<file path="config.mk">
export PLATFORM = sky130hd
export DESIGN_NAME = slof_framer
export DESIGN_NICKNAME = d
export VERILOG_FILES = /design/src/slof_pkg.sv /design/src/slof_pair_buf.sv /design/src/slof_framer.sv
export VERILOG_INCLUDE_DIRS = /design/src
export SDC_FILE = /design/constraint.sdc
export NUM_CORES = 1
export LEC_CHECK = 0
export ABC_AREA = 1
export BUFFER_PORTS_ARGS = -buffer_cell sky130_fd_sc_hd__buf_2
export CELL_PAD_IN_SITES_DETAIL_PLACEMENT = 0
export CELL_PAD_IN_SITES_GLOBAL_PLACEMENT = 1
export CORE_MARGIN = 2
export CORE_UTILIZATION = 35
export CTS_CLUSTER_DIAMETER = 120
export DETAILED_ROUTE_END_ITERATION = 10
export PLACE_DENSITY = 0.69
export SYNTH_ARGS = -nofsm -noshare
export SYNTH_HDL_FRONTEND = slang
export SYNTH_SLANG_ARGS = --single-unit
</file>
<file path="constraint.sdc">
create_clock -name hclk -period 2.9 [get_ports hclk]
set_clock_uncertainty 0.15 [all_clocks]
set_input_delay 0.145 -clock hclk [delete_from_list [all_inputs] [get_ports hclk]]
set_output_delay 0.145 -clock hclk [all_outputs]
set_load 0.02 [all_outputs]
</file>
<file path="src/slof_consts.svh">
// Register offsets, field positions and reset values of the lane framer.
// Assumes inclusion by bare name from packages or modules that need it.
`ifndef SLOF_CONSTS_SVH
`define SLOF_CONSTS_SVH

// Byte addresses on the register bus
`define SLOF_CTRL_ADDR 32'h0000_0000
`define SLOF_STAT_ADDR 32'h0000_0004
// Printed index of the lane PLL rate-band register; byte address is 4x
`define SLOF_PLL_IDX 32'h0000_056E
`define SLOF_PLL_ADDR (`SLOF_PLL_IDX << 2)

// Reset values
`define SLOF_CTRL_RST 32'h0000_0000
`define SLOF_PLL_RST 8'h00

// Control field positions
`define SLOF_EN_BIT 0
`define SLOF_MODE_LO 1
`define SLOF_MODE_HI 2
`define SLOF_LLOG_LO 4
`define SLOF_LLOG_HI 5
`define SLOF_MLOG_LO 6
`define SLOF_MLOG_HI 7
`define SLOF_FLOG_LO 8
`define SLOF_FLOG_HI 10
`define SLOF_KM1_LO 16
`define SLOF_KM1_HI 20
`define SLOF_DCM_LO 24
`define SLOF_DCM_HI 31

// Multiframe sizing and per-lane rate factor
`define SLOF_KF_ALIGN 4
`define SLOF_KMIN_F1 6'd20
`define SLOF_KMIN_F2 6'd12
`define SLOF_KMIN_F4 6'd8
`define SLOF_KMIN_FX 6'd4
`define SLOF_FLOG_MAX 3'd4
`define SLOF_RATE_X2 8'd20

`endif

</file>
<file path="src/slof_pkg.sv">
// Types shared by the lane framer files.
// Assumes nothing beyond a SystemVerilog compiler.
package slof_pkg;

  // Application modes; mode_full_bw and mode_two_ddc fix the virtual converter count
  typedef enum logic [1:0] {
    mode_generic,
    mode_full_bw,
    mode_two_ddc,
    mode_reserved
  } slof_mode_e;

endpackage

</file>
<file path="src/slof_pair_buf.sv">
// Two-entry buffer with valid/ready on both sides.
// Assumes one clock and an asynchronous active-low reset.
`timescale 1ns/1ps
module slof_pair_buf #(
  parameter int W = 8
) (
  input wire logic hclk,
  input wire logic hresetn,
  input wire logic [W-1:0] in_data,
  input wire logic in_valid,
  output logic in_ready,
  output logic [W-1:0] out_data,
  output logic out_valid,
  input wire logic out_ready
);

  logic [W-1:0] head; // Oldest word, drives the output directly
  logic [W-1:0] spare; // Second word while the reader stalls
  logic [1:0] cnt; // Words held, 0 to 2
  logic [W-1:0] next_head;
  logic [W-1:0] next_spare;
  logic [1:0] next_cnt;
  logic put;
  logic pop;

  // Full only at two words, so one more word still fits after the reader stalls
  assign in_ready = (cnt != 2'h2);
  assign out_valid = (cnt != 2'h0);
  assign out_data = head;
  assign put = in_valid & in_ready;
  assign pop = out_valid & out_ready;

  // Next contents; head is refilled from spare so order is kept
  always_comb begin
    next_head = head;
    next_spare = spare;
    next_cnt = cnt + {1'b0, put} - {1'b0, pop};
    if (put && (cnt == 2'h0 || (cnt == 2'h1 && pop))) begin
      next_head = in_data;
    end else if (put) begin
      next_spare = in_data;
    end
    if (pop && cnt == 2'h2) begin
      next_head = spare;
    end
  end

  // Registers only
  always_ff @(posedge hclk or negedge hresetn) begin
    if (!hresetn) begin
      head <= '0;
      spare <= '0;
      cnt <= 2'h0;
    end else begin
      head <= next_head;
      spare <= next_spare;
      cnt <= next_cnt;
    end
  end
endmodule

</file>
<file path="src/slof_framer.sv">
// Transport framer for 8-bit sample words with an AHB-Lite register slave.
// Assumes samples arrive on hclk with valid/ready and the lane serialiser
// downstream consumes octets tagged with lane and frame markers.
`timescale 1ns/1ps
`include "slof_consts.svh"

module slof_framer import slof_pkg::*; #(
  parameter int CNT_W = 16
) (
  input wire logic hclk,
  input wire logic hresetn,
  input wire logic hsel,
  input wire logic [31:0] haddr,
  input wire logic [1:0] htrans,
  input wire logic hwrite,
  input wire logic [2:0] hsize,
  input wire logic [31:0] hwdata,
  input wire logic hready,
  output logic hreadyout,
  output logic [31:0] hrdata,
  output logic hresp,
  input wire logic [7:0] sample_data,
  input wire logic sample_valid,
  output logic sample_ready,
  output logic [7:0] octet_data,
  output logic [2:0] octet_lane,
  output logic octet_frame_start,
  output logic octet_mf_start,
  output logic octet_valid,
  input wire logic octet_ready
);

  // Register state
  logic [31:0] ctrl; // Link configuration and enable
  logic [7:0] pll_band; // Lane PLL rate band, steers nothing here
  logic wr_pend; // Write data phase pending
  logic [31:0] wr_addr; // Address captured in the write's address phase
  logic [31:0] next_ctrl;
  logic [7:0] next_pll_band;
  logic next_wr_pend;
  logic [31:0] next_wr_addr;
  logic [31:0] next_hrdata;
  logic addr_ok;

  // Decoded configuration
  slof_mode_e mode;
  logic [1:0] l_log2;
  logic [1:0] m_log2; // Effective converter count as log2
  logic [2:0] f_log2;
  logic [4:0] k_m1;
  logic [7:0] chip_decimation_ratio;
  logic [5:0] f_oct;
  logic [5:0] k_frames;
  logic [11:0] kf;
  logic [5:0] k_min;
  logic [7:0] rate_x2; // Lane rate over output rate, times two
  logic cfg_err;
  logic running;

  // Framing state
  logic [7:0] dec_cnt;
  logic [4:0] oct;
  logic [2:0] lane;
  logic [4:0] frame;
  logic [CNT_W-1:0] mf_count;
  logic [7:0] next_dec_cnt;
  logic [4:0] next_oct;
  logic [2:0] next_lane;
  logic [4:0] next_frame;
  logic [CNT_W-1:0] next_mf_count;
  logic take;
  logic push;
  logic oct_last;
  logic lane_last;
  logic buf_in_ready;
  logic [12:0] buf_in;
  logic [12:0] buf_out;

  // Zero-wait slave that never errors
  assign hreadyout = 1'b1;
  assign hresp = 1'b0;
  assign addr_ok = hsel & hready & htrans[1];

  // Field decode; the two fixed modes override the converter count
  assign mode = slof_mode_e'(ctrl[`SLOF_MODE_HI:`SLOF_MODE_LO]);
  assign l_log2 = ctrl[`SLOF_LLOG_HI:`SLOF_LLOG_LO];
  assign f_log2 = ctrl[`SLOF_FLOG_HI:`SLOF_FLOG_LO];
  assign k_m1 = ctrl[`SLOF_KM1_HI:`SLOF_KM1_LO];
  assign chip_decimation_ratio = ctrl[`SLOF_DCM_HI:`SLOF_DCM_LO];
  always_comb begin
    case (mode)
      mode_full_bw: m_log2 = 2'h1;
      mode_two_ddc: m_log2 = 2'h2;
      default: m_log2 = ctrl[`SLOF_MLOG_HI:`SLOF_MLOG_LO];
    endcase
  end

  // Per-lane rate factor, doubled to keep the 2.5 case whole
  assign rate_x2 = (`SLOF_RATE_X2 << m_log2) >> l_log2;

  // Multiframe sizing, decimation and mode check; a bad setting keeps the link stopped
  assign f_oct = 6'h01 << f_log2;
  assign k_frames = {1'b0, k_m1} + 6'h01;
  assign kf = {6'h00, k_frames} * {6'h00, f_oct};
  always_comb begin
    case (f_log2)
      3'h0: k_min = `SLOF_KMIN_F1;
      3'h1: k_min = `SLOF_KMIN_F2;
      3'h2: k_min = `SLOF_KMIN_F4;
      default: k_min = `SLOF_KMIN_FX;
    endcase
  end
  assign cfg_err = (f_log2 > `SLOF_FLOG_MAX)
    || (kf % `SLOF_KF_ALIGN != 0) || (k_frames < k_min)
    || (chip_decimation_ratio == 8'h00) || (mode == mode_reserved);
  assign running = ctrl[`SLOF_EN_BIT] & ~cfg_err;

  // Bus next values; control and band reads see a write that lands in the same cycle
  always_comb begin
    next_wr_pend = addr_ok & hwrite;
    next_wr_addr = haddr;
    next_ctrl = ctrl;
    next_pll_band = pll_band;
    next_hrdata = hrdata;
    if (wr_pend) begin
      case (wr_addr)
        `SLOF_CTRL_ADDR: next_ctrl = hwdata;
        `SLOF_PLL_ADDR: next_pll_band = hwdata[7:0];
        default: ; // Unmapped writes are dropped
      endcase
    end
    if (addr_ok && !hwrite) begin
      case (haddr)
        `SLOF_CTRL_ADDR: next_hrdata = next_ctrl;
        `SLOF_STAT_ADDR: next_hrdata = {mf_count, rate_x2, 6'h00,
                                        running, cfg_err};
        `SLOF_PLL_ADDR: next_hrdata = {24'h000000, next_pll_band};
        default: next_hrdata = 32'h0000_0000; // Unmapped reads zero
      endcase
    end
  end

  // Bus registers
  always_ff @(posedge hclk or negedge hresetn) begin
    if (!hresetn) begin
      ctrl <= `SLOF_CTRL_RST;
      pll_band <= `SLOF_PLL_RST;
      wr_pend <= 1'b0;
      wr_addr <= 32'h0000_0000;
      hrdata <= 32'h0000_0000;
    end else begin
      ctrl <= next_ctrl;
      pll_band <= next_pll_band;
      wr_pend <= next_wr_pend;
      wr_addr <= next_wr_addr;
      hrdata <= next_hrdata;
    end
  end

  // Decimation: only every dcm-th sample enters the frame
  assign sample_ready = running & (buf_in_ready | (dec_cnt != 8'h00));
  assign take = sample_valid & sample_ready;
  assign push = take & (dec_cnt == 8'h00);
  assign oct_last = ({1'b0, oct} == f_oct - 6'h01);
  assign lane_last = (lane == 3'((4'h1 << l_log2) - 4'h1));

  // Octet, lane and frame counters; octets fill a lane before the next
  always_comb begin
    next_dec_cnt = dec_cnt;
    next_oct = oct;
    next_lane = lane;
    next_frame = frame;
    next_mf_count = mf_count;
    if (!running) begin
      // Stopping restarts the multiframe so a new setup aligns cleanly
      next_dec_cnt = 8'h00;
      next_oct = 5'h00;
      next_lane = 3'h0;
      next_frame = 5'h00;
    end else begin
      if (take) begin
        next_dec_cnt = (dec_cnt == chip_decimation_ratio - 8'h01) ? 8'h00 : dec_cnt + 8'h01;
      end
      if (push) begin
        if (!oct_last) begin
          next_oct = oct + 5'h01;
        end else begin
          next_oct = 5'h00;
          if (!lane_last) begin
            next_lane = lane + 3'h1;
          end else begin
            next_lane = 3'h0;
            if (frame == k_m1) begin
              next_frame = 5'h00;
              next_mf_count = mf_count + CNT_W'(1);
            end else begin
              next_frame = frame + 5'h01;
            end
          end
        end
      end
    end
  end

  // Framing registers
  always_ff @(posedge hclk or negedge hresetn) begin
    if (!hresetn) begin
      dec_cnt <= 8'h00;
      oct <= 5'h00;
      lane <= 3'h0;
      frame <= 5'h00;
      mf_count <= '0;
    end else begin
      dec_cnt <= next_dec_cnt;
      oct <= next_oct;
      lane <= next_lane;
      frame <= next_frame;
      mf_count <= next_mf_count;
    end
  end

  // Tag each octet with its lane and frame markers on the way in
  assign buf_in = {(oct == 5'h00) && (lane == 3'h0) && (frame == 5'h00),
                   (oct == 5'h00) && (lane == 3'h0), lane, sample_data};
  assign {octet_mf_start, octet_frame_start, octet_lane, octet_data} =
    buf_out;

  // Absorbs a receiver stall so no word is lost
  slof_pair_buf #(.W(13)) u_buf (
    .hclk(hclk),
    .hresetn(hresetn),
    .in_data(buf_in),
    .in_valid(push),
    .in_ready(buf_in_ready),
    .out_data(buf_out),
    .out_valid(octet_valid),
    .out_ready(octet_ready)
  );
endmodule

</file>
; Yosys cells after proc, flatten, opt, wreduce, memory -nomap -nowiden
; Index checks and enable logic that the tools add are counted.
[word_totals]
wordCells = 115
ff_bits = 170
inputBits = 84
[classes]
n_bitwise = 12
muxes = 24
n_mul = 1
eq_ne = 19
n_reduce_logical = 29
addsub = 11
shift = 4
order_cmp = 2
[ops]
columns = op, n
row1 = $pmux W32 S3, 1
row2 = $eq A32 B13 Y1 const B, 2
row3 = $logic_not A32 Y1, 2
row4 = $mux W32, 2
row5 = $mux W5, 8
row6 = $mux W8, 5
row7 = $eq A32 B3 Y1 const B, 1
row8 = $reduce_bool A32 Y1, 1
row9 = $mux W13, 2
row10 = $add A16 B1 Y16 const B, 1
row11 = $logic_not A8 Y1, 2
row12 = $pmux W5 S3, 1
row13 = $mux W3, 4
row14 = $add A5 B1 Y5 const B, 2
row15 = $logic_not A5 Y1, 2
row16 = $and A1 B1 Y1, 9
row17 = $add A8 B1 Y8 const B, 1
row18 = $eq A8 B8 Y1, 1
row19 = $ne A2 B1 Y1 const B, 4
row20 = $reduce_bool A8 Y1, 1
row21 = $shl A5 B2 Y8 const A, 1
row22 = $shr A8 B2 Y8, 1
row23 = $sub A8 B1 Y8 const B, 1
row24 = $add A5 B1 Y6 const B, 1
row25 = 30 further kinds, 46

; Longest topological paths before layout
; Gate-level depths: netlist of the first run.
[depth]
word_depth = 16
mapped_depth = 16
depth_no_buf = 15

; Modules after synthesis
; Synthesis of the first run repeated with hierarchy kept, for this count alone.
[unflattened]
hier_cells = 1160
hier_area_um2 = 9422.8
[by_module_without_submodules]
columns = mod, cells_each, area_per_inst_um2, n_inst
row1 = slof_framer, 984, 7962.6, 1
row2 = slof_pair_buf, 176, 1460.2, 1

; Worst setup path before layout of the first run
; OpenSTA, ideal clock, no wires.
[synth_timing]
kind = reg-to-reg
startpoint = register ctrl[17]
endpoint = register u_buf.cnt[1]
stages_incl_launch_ff = 15
setup_ns = 0.079
synth_period_minus_slack_ns = 2.592
path_slack_ns = 0.308
required_ns = 2.671
arrival_ns = 2.363
cell_sequence = dfrtp_1 -> ha_1 -> nand2_1 -> nor2_1 -> xor2_1 -> inv_1 -> ha_1 -> nand2_1 -> nand2_1 -> nand4_4 -> nor3_4 -> buf_6 -> ha_1 -> xnor2_1 -> xor2_1
[synth_via]
elab_chain_len = 15
elab_cells_between_ends = 16
[synth_lines]
columns = element, line
row1 = "start, declared", slof_framer.sv:34  ; logic [31:0] ctrl;
row2 = "start signal, assigned", slof_framer.sv:146  ; ctrl <= `SLOF_CTRL_RST;
row3 = "start signal, assigned", slof_framer.sv:152  ; ctrl <= next_ctrl;
row4 = $add A5 B1 Y6 *, slof_framer.sv:103  ; assign k_frames = {1'b0, k_m1} + 6'h01;
row5 = $mul A6 B6 Y2, slof_framer.sv:104  ; assign kf = {6'h00, k_frames} * {6'h00, f_oct};
row6 = $reduce_bool A32 Y1, slof_framer.sv:114  ; || (kf % `SLOF_KF_ALIGN != 0) || (k_frames < k_min)
row7 = $logic_or A1 B1 Y1, slof_framer.sv:113  ; assign cfg_err = (f_log2 > `SLOF_FLOG_MAX)
row8 = $logic_or A1 B1 Y1 * (3 in a row), slof_framer.sv:113
row9 = $not A1 Y1 *, slof_framer.sv:116  ; assign running = ctrl[`SLOF_EN_BIT] & ~cfg_err;
row10 = $and A1 B1 Y1 *, slof_framer.sv:116
row11 = $and A1 B1 Y1 *, slof_framer.sv:161  ; assign sample_ready = running & (buf_in_ready | (dec_cnt != 8'h00));
row12 = $and A1 B1 Y1 *, slof_framer.sv:162  ; assign take = sample_valid & sample_ready;
row13 = $and A1 B1 Y1 *, slof_framer.sv:163  ; assign push = take & (dec_cnt == 8'h00);
row14 = $and A1 B1 Y1 *, slof_pair_buf.sv:30  ; assign put = in_valid & in_ready;
row15 = $add A2 B1 Y2 *, slof_pair_buf.sv:37  ; next_cnt = cnt + {1'b0, put} - {1'b0, pop};
row16 = $sub A2 B1 Y2 *, slof_pair_buf.sv:37
row17 = net u_buf.next_cnt[1], slof_pair_buf.sv:22  ; logic [1:0] next_cnt;
row18 = "end signal, assigned", slof_pair_buf.sv:57  ; cnt <= next_cnt;
row19 = "end, declared", slof_pair_buf.sv:19  ; logic [1:0] cnt;
; The timed path passes the listed nets; every way through them passes the cells marked *.
; A chain may end at the register's enable or synchronous reset.

; Worst setup path after layout of the first run
[layout_timing]
startpoint = register ctrl[17]
endpoint = output port sample_ready
[layout_via]
elab_chain_len = 10
elab_cells_between_ends = 11
[layout_lines]
columns = element, line
row1 = $add A5 B1 Y6 *, slof_framer.sv:103
row2 = $mul A6 B6 Y2, slof_framer.sv:104
row3 = $reduce_bool A32 Y1, slof_framer.sv:114
row4 = $logic_or A1 B1 Y1, slof_framer.sv:113
row5 = $logic_or A1 B1 Y1 * (3 in a row), slof_framer.sv:113
row6 = $not A1 Y1 *, slof_framer.sv:116
row7 = $and A1 B1 Y1 *, slof_framer.sv:116
row8 = $and A1 B1 Y1 *, slof_framer.sv:161
row9 = "end, declared", slof_framer.sv:24  ; output logic sample_ready,
; Every way passes the cells marked *; elsewhere a longest branch is shown, timed or not.

==> impl_metrics.yaml, run 1 <==
outcome:
  status: "complete, no violations"
layout:
  mostFrequentLayoutCells: "nand2_1 (409), dfrtp_1 (170), buf_2 (125), nor2_1 (123), inv_1 (99)"
  n_antenna_cell: 0
  utilization: 0.453
  fillers: 2572
  final_nets: 1444
  multi_input_area_um2: 4020
  final_common_cell: "nand2_1"
  area_growth_pct: 27.8
  ff_latch_area_um2: 4250
  drive_above_1_share: 0.160
power_and_ir_drop:
  vdd_ir_drop_max_mv: 0.367
  powerDensity_nw_per_um2: 523
  p_leak_uw: 0.00591
  finalPower_uw: 5910
routing:
  routed_wl_mm: 23.1
  avgRoutedWirePerCell_um: 13.7
  drt_pass1_iterations: 5
  drc_errors: 0
  drt_iter0_markers: 577
  viasPerCell: 4.55
  ant_nets: 0
  vias: 7659
setup_path:
  r2r_cells: 13
  path_max_fanout: 4
  r2r_end: "u_buf.cnt[1]"
  crit_chain: "ha_1 -> nand2_1 -> nor2_1 -> xor2_1 -> inv_1 -> ha_1 -> nand2_1 -> nand2_1 -> nand4_4 -> inv_1 -> buf_2"
  r2r-start: "ctrl[17]"
  crit_type: "reg2out"
  critPathTopFamily: "simple AND/OR/NAND/NOR gates"
  crit_required_ps: 2610
  end_kind: "primary output"
  rrSetupSlack_ps: 310
  start_kind: "flip-flop"
  cp_slowest_cell: "dfrtp_1"
  max_stage_delay_ps: 410
  crit_buf_inv: 3
  cp_common_cell: "nand2_1"
  critical_path_arrival_ps: 2320
yosys:
  netlist.top_cell.by_area: "dfrtp_1"
  syn_inst: 1134
  synth_seq_cells: 170
  synth_area_um2: 8850
  yosysWarnings: 0
  synth_area_leaders: "dfrtp_1 (48%), nand2_1 (17%), nor2_1 (5.3%), inv_1 (4.2%), nand3_1 (4.0%)"
  synth_fp_nets: 1237
  seq_area_frac_synth: 0.481
  synth_top_cell_area_share: 0.481
  synth.avg_cell_area_um2: 7.80
  yosysUniqueCellTypes: 40
cts:
  cts_root_buffer: "clkbuf_16"
  tritoncts: "yes"
  clk_pin_slew_ps: 60
  cts_buffers: 17
  htree_levels: 4
  clkLatencyLatePin_ps: 430
  cts_sinks: 170
  clockBufferDepth: 2
die:
  die_y_um: 163
  die-width_um: 163
  io_pins: 133
  die_area_um2: 26600
  start_util: 0.354
  core_area_um2: 25000
  row_count: 58
grt:
  grt_pass1_vias: 7679
  grt_max_degree: 60
  antenna_found_initial: 0
  grt_use_total: 0.184
  grt_pass1_wl_mm: 38.8
  overflow: 0
timing:
  min_period_ps: 2620
  slew_viol_final: 0
  tns_ps: 0
  holdWs_ps: 116
  max_freq_mhz: 382
  rsz0062_at_grt: "no"
  finalHoldViolCount: 0
  slew_headroom: 0.596
  setup_viol: 0
  finalCritPeriodShare: 0.903
  tightest_slew_ps: 606
place:
  portBuffers: 126
  place_congestion: 0.800
  dpl.hpwl_mm: 16.2
worst_hold_path:
  min_path_type: "in2async"
run:
  drv_cap: 0
## layer usage
layer / GRT usage / up-vias / wire length (um) / part of all wire
li1: - / 3982 / - / -
met1: 0.262 / 3530 / 11600 / 0.50
met2: 0.292 / 127 / 10500 / 0.45
met3: 0.0288 / 20 / 673 / 0.029
met4: 0.0491 / 0 / 320 / 0.014
met5: 0 / - / 0 / 0
## sequential cells by signal (all words and copies together), names as in the netlist, 8 cells and up
name / cells
mf_count: 16
pll_band: 8
hrdata: 32
dec_cnt: 8
wr_addr: 32
u_buf.spare: 13
ctrl: 32
u_buf.out_data: 13
## cells by family (layout without fill, tap and decap cells)
kind of cell             after synthesis  count (layout)  share of synthesized area
multiplexers                           9               9                     0.0115
AND/OR/NAND/NOR                      685             685                      0.331
AO/OA/AOI/OAI                         68              68                     0.0426
other                                  2               2                   0.000849
XOR/XNOR                              41              41                     0.0406
buffers and inverters                140             359                     0.0661
adder cells (fa/ha/maj)               19              19                     0.0269
flip-flops                           170             170                      0.481
## cells in the mapped netlist (all sizes together)
library cell	count
conb	2
xnor2	17
nand2	413
o31ai	2
dfrtp	170
nor4	7
mux2	9
nand3	75
ha	19
nand4	27
inv	102
nor3	16
nor2	130
o21a	6
or2	4
nand3b	7
and2	4
a21oi	40
o21ai	19
clkbuf	18
xor2	24
buf	20
a21o	1
nor3b	2
## through the flow
step                      setup slack, ps  instances  cell area, um2
after floorplan                       308       1134            8850
after global placement                208       1575            9890
after detailed placement              167       1575            9890
after CTS                             159       1681           11300
after global routing                 12.5       1683           11300
final                                 282       1683           11300
## where the power goes
part	switching [uW]	leakage, uW	total, uW	internal, uW
Sequential	74.0	0.00221	2580	2510
Combinational	508	0.00341	845	336
Clock	1000	0.000301	2480	1480
## how the worst max path moves through the flow
| stage | startpoint | end | slack (ps) | depth (start not counted) |
|---|---|---|---|---|
| floorplan | ctrl[17] | u_buf.cnt[1] | 310 | 14 |
| global placement | ctrl[17] | dec_cnt[2] | 210 | 13 |
| detailed placement | ctrl[17] | dec_cnt[6] | 170 | 13 |
| CTS | ctrl[17] | dec_cnt[0] | 160 | 13 |
| global route | ctrl[17] | u_buf.spare[1] | 10 | 15 |
| finish | ctrl[17] | sample_ready | 280 | 11 |
## area by class of cell
cell class,count,area share
inverter,102,0.0339
timing repair buffer,226,0.142
tap,330,0.0365
multi-input combinational,824,0.356
clock inverter,12,0.0166
clock buffer,19,0.0392
sequential,170,0.376
## repair_timing
| item | in CTS | in global routing |
|---|---|---|
| setup buffers | 0 | 2 |
| gates resized for setup | 0 | 4 |
| setup endpoints to repair | 0 | 50 |
| hold buffers | 75 | 0 |
| hold endpoints to repair | 145 | 0 |
(Power assumes the default switching activity.)
==> run 2, diff against run 1 <==
--- a/config.mk
+++ b/config.mk
@@ -15,6 +15,7 @@
 export CTS_CLUSTER_DIAMETER = 120
 export DETAILED_ROUTE_END_ITERATION = 10
 export PLACE_DENSITY = 0.69
+export REMOVE_ABC_BUFFERS = 1
 export SYNTH_ARGS = -nofsm -noshare
 export SYNTH_HDL_FRONTEND = slang
 export SYNTH_SLANG_ARGS = --single-unit
==> run 2 against run 1 <==
Via count increased by 1.0%. Final cell count increased by 0.36%. Clock power decreased by 4%. Die area unchanged. Setup slack got worse by 37 ps. Clock-buffer cell count decreased by 1. Non-clock buffer count increased by 5. Critical path type unchanged. Largest cell class unchanged. Highest routed layer is now met5.
==> impl_metrics.yaml, run 2 (synthesized netlist as in run 1, its figures left out) <==
cts:
  cts_buffers: 17
  cts_root_buffer: "clkbuf_16"
  clockBufferDepth: 2
  htree_levels: 4
  clkLatencyLatePin_ps: 430
  cts_sinks: 170
  clk_pin_slew_ps: 80
  tritoncts: "yes"
power_and_ir_drop:
  finalPower_uw: 5810
  pwr-share-clk: 0.408
  p_switching_uw: 1690
  switching_share: 0.291
  powerDensity_nw_per_um2: 513
  internal-power_uw: 4110
  combPwrFrac: 0.147
  vdd_ir_drop_max_mv: 0.348
  p_seq_frac: 0.445
  p_leak_uw: 0.00595
setup_path:
  end_kind: "primary output"
  start_kind: "flip-flop"
  crit_required_ps: 2610
  critical_path_arrival_ps: 2360
  startpoint: "dec_cnt[0]"
  r2r-start: "ctrl[17]"
  path_max_fanout: 9
  crit_type: "reg2out"
place:
  place_ws_ps: 154
  dpl.hpwl_mm: 16.9
  portBuffers: 126
  post-place-cells: 1581
  place_congestion: 0.831
timing:
  tightest_slew_ps: 561
  finalHoldViolCount: 0
  rsz0062_at_grt: "no"
  setup_viol: 0
  max_freq_mhz: 377
  finalCritPeriodShare: 0.916
  fin_ws_ps: 245
  tns_ps: 0
  min_period_ps: 2650
  slew_viol_final: 0
  slew_headroom: 0.626
routing:
  routed_wl_mm: 23.8
  ant_nets: 0
  drc_errors: 0
  drt_pass1_iterations: 4
  viasPerCell: 4.58
  vias: 7737
  drt_iter0_markers: 420
  avgRoutedWirePerCell_um: 14.1
run:
  drv_cap: 0
layout:
  mostFrequentLayoutCells: "nand2_1 (407), dfrtp_1 (170), buf_2 (125), nor2_1 (124), inv_1 (100)"
  final_common_cell: "nand2_1"
  n_antenna_cell: 0
  top_regs: "ctrl (32), hrdata (32), wr_addr (32)"
  utilization: 0.453
  fillers: 2606
  final_nets: 1449
  drive_above_1_share: 0.164
  area_growth_pct: 28.0
  stdcell_count: 1689
die:
  io_pins: 133
  die_area_um2: 26600
  die_y_um: 163
  die-width_um: 163
  row_count: 58
  start_util: 0.354
  core_area_um2: 25000
grt:
  overflow: 0
  grt_pass1_vias: 7655
  grt_max_degree: 66
  grt_use_total: 0.188
  antenna_found_initial: 1
  grt_pass1_wl_mm: 39.3
worst_hold_path:
  min_path_type: "in2async"
outcome:
  status: "complete, no violations"
==> run 2: cell count changes in the layout (fill, tap and decap cells not counted), sizes merged <==
cell      delta
buf          +5
bufinv       -3
clkbuf       -1
clkinv       +3
clkinvlp     -1
inv          +3
==> run 2: cell type report <==
type,instances,area (um2),share of cell area
Tap cell,330,413,0.0365
Timing Repair Buffer,231,1630,0.144
Sequential cell,170,4250,0.376
Multi-Input combinational cell,824,4030,0.356
Clock buffer,18,439,0.0388
Clock inverter,14,178,0.0157
Inverter,102,383,0.0338
==> run 2: repair_timing <==
action | in CTS | in global routing
setup endpoints to repair | 0 | 14
buffers inserted | 0 | 1
endpoints found under the hold margin | 141 | 1
gates resized for setup | 0 | 3
hold buffers | 74 | 1
==> run 2: worst paths after layout <==
kind                       cells after the start              to  slack (ps)
max                                            9    sample_ready         250
min                                            2       hrdata[5]          90
max reg2reg                                   13    u_buf.cnt[1]         300
min reg2reg                                    2      hrdata[11]         330
max in group asynchronous                      3  u_buf.spare[1]        1650
min in group hclk                              6       hrdata[0]         160
==> run 2: worst max-delay path, cell delays in order (launching register included) <==
cell and delay, ps:
dfrtp_1 430, inv_1 120, ha_1 140, nor3b_1 220, nand3_2 210, inv_2 260
nand2_1 130, nand4_4 170, inv_1 80, buf_2 160
==> run 2: power groups by stage <==
stage	clock, uW	sequential [uW]	combinational [uW]
final	2370	2580	854
after global routing	2540	2600	958
after CTS	2450	2580	860
after detailed placement	0	2630	782
after global placement	0	2630	775
after floorplan	0	2720	369
==> run 2: through the flow <==
stage	hold WS, ps	instance area (um2)
floorplan	-301	8640
global placement	1.02	9930
detailed placement	2.15	9930
CTS	17.9	11300
global route	129	11300
finish	94.5	11300
==> run 2: routing by layer <==
| layer | share of wire | vias up | track usage |
|---|---|---|---|
| li1 | - | 3984 | - |
| met1 | 0.48 | 3596 | 0.257 |
| met2 | 0.46 | 126 | 0.306 |
| met3 | 0.031 | 29 | 0.0283 |
| met4 | 0.021 | 2 | 0.0607 |
| met5 | 0.00029 | - | 0 |
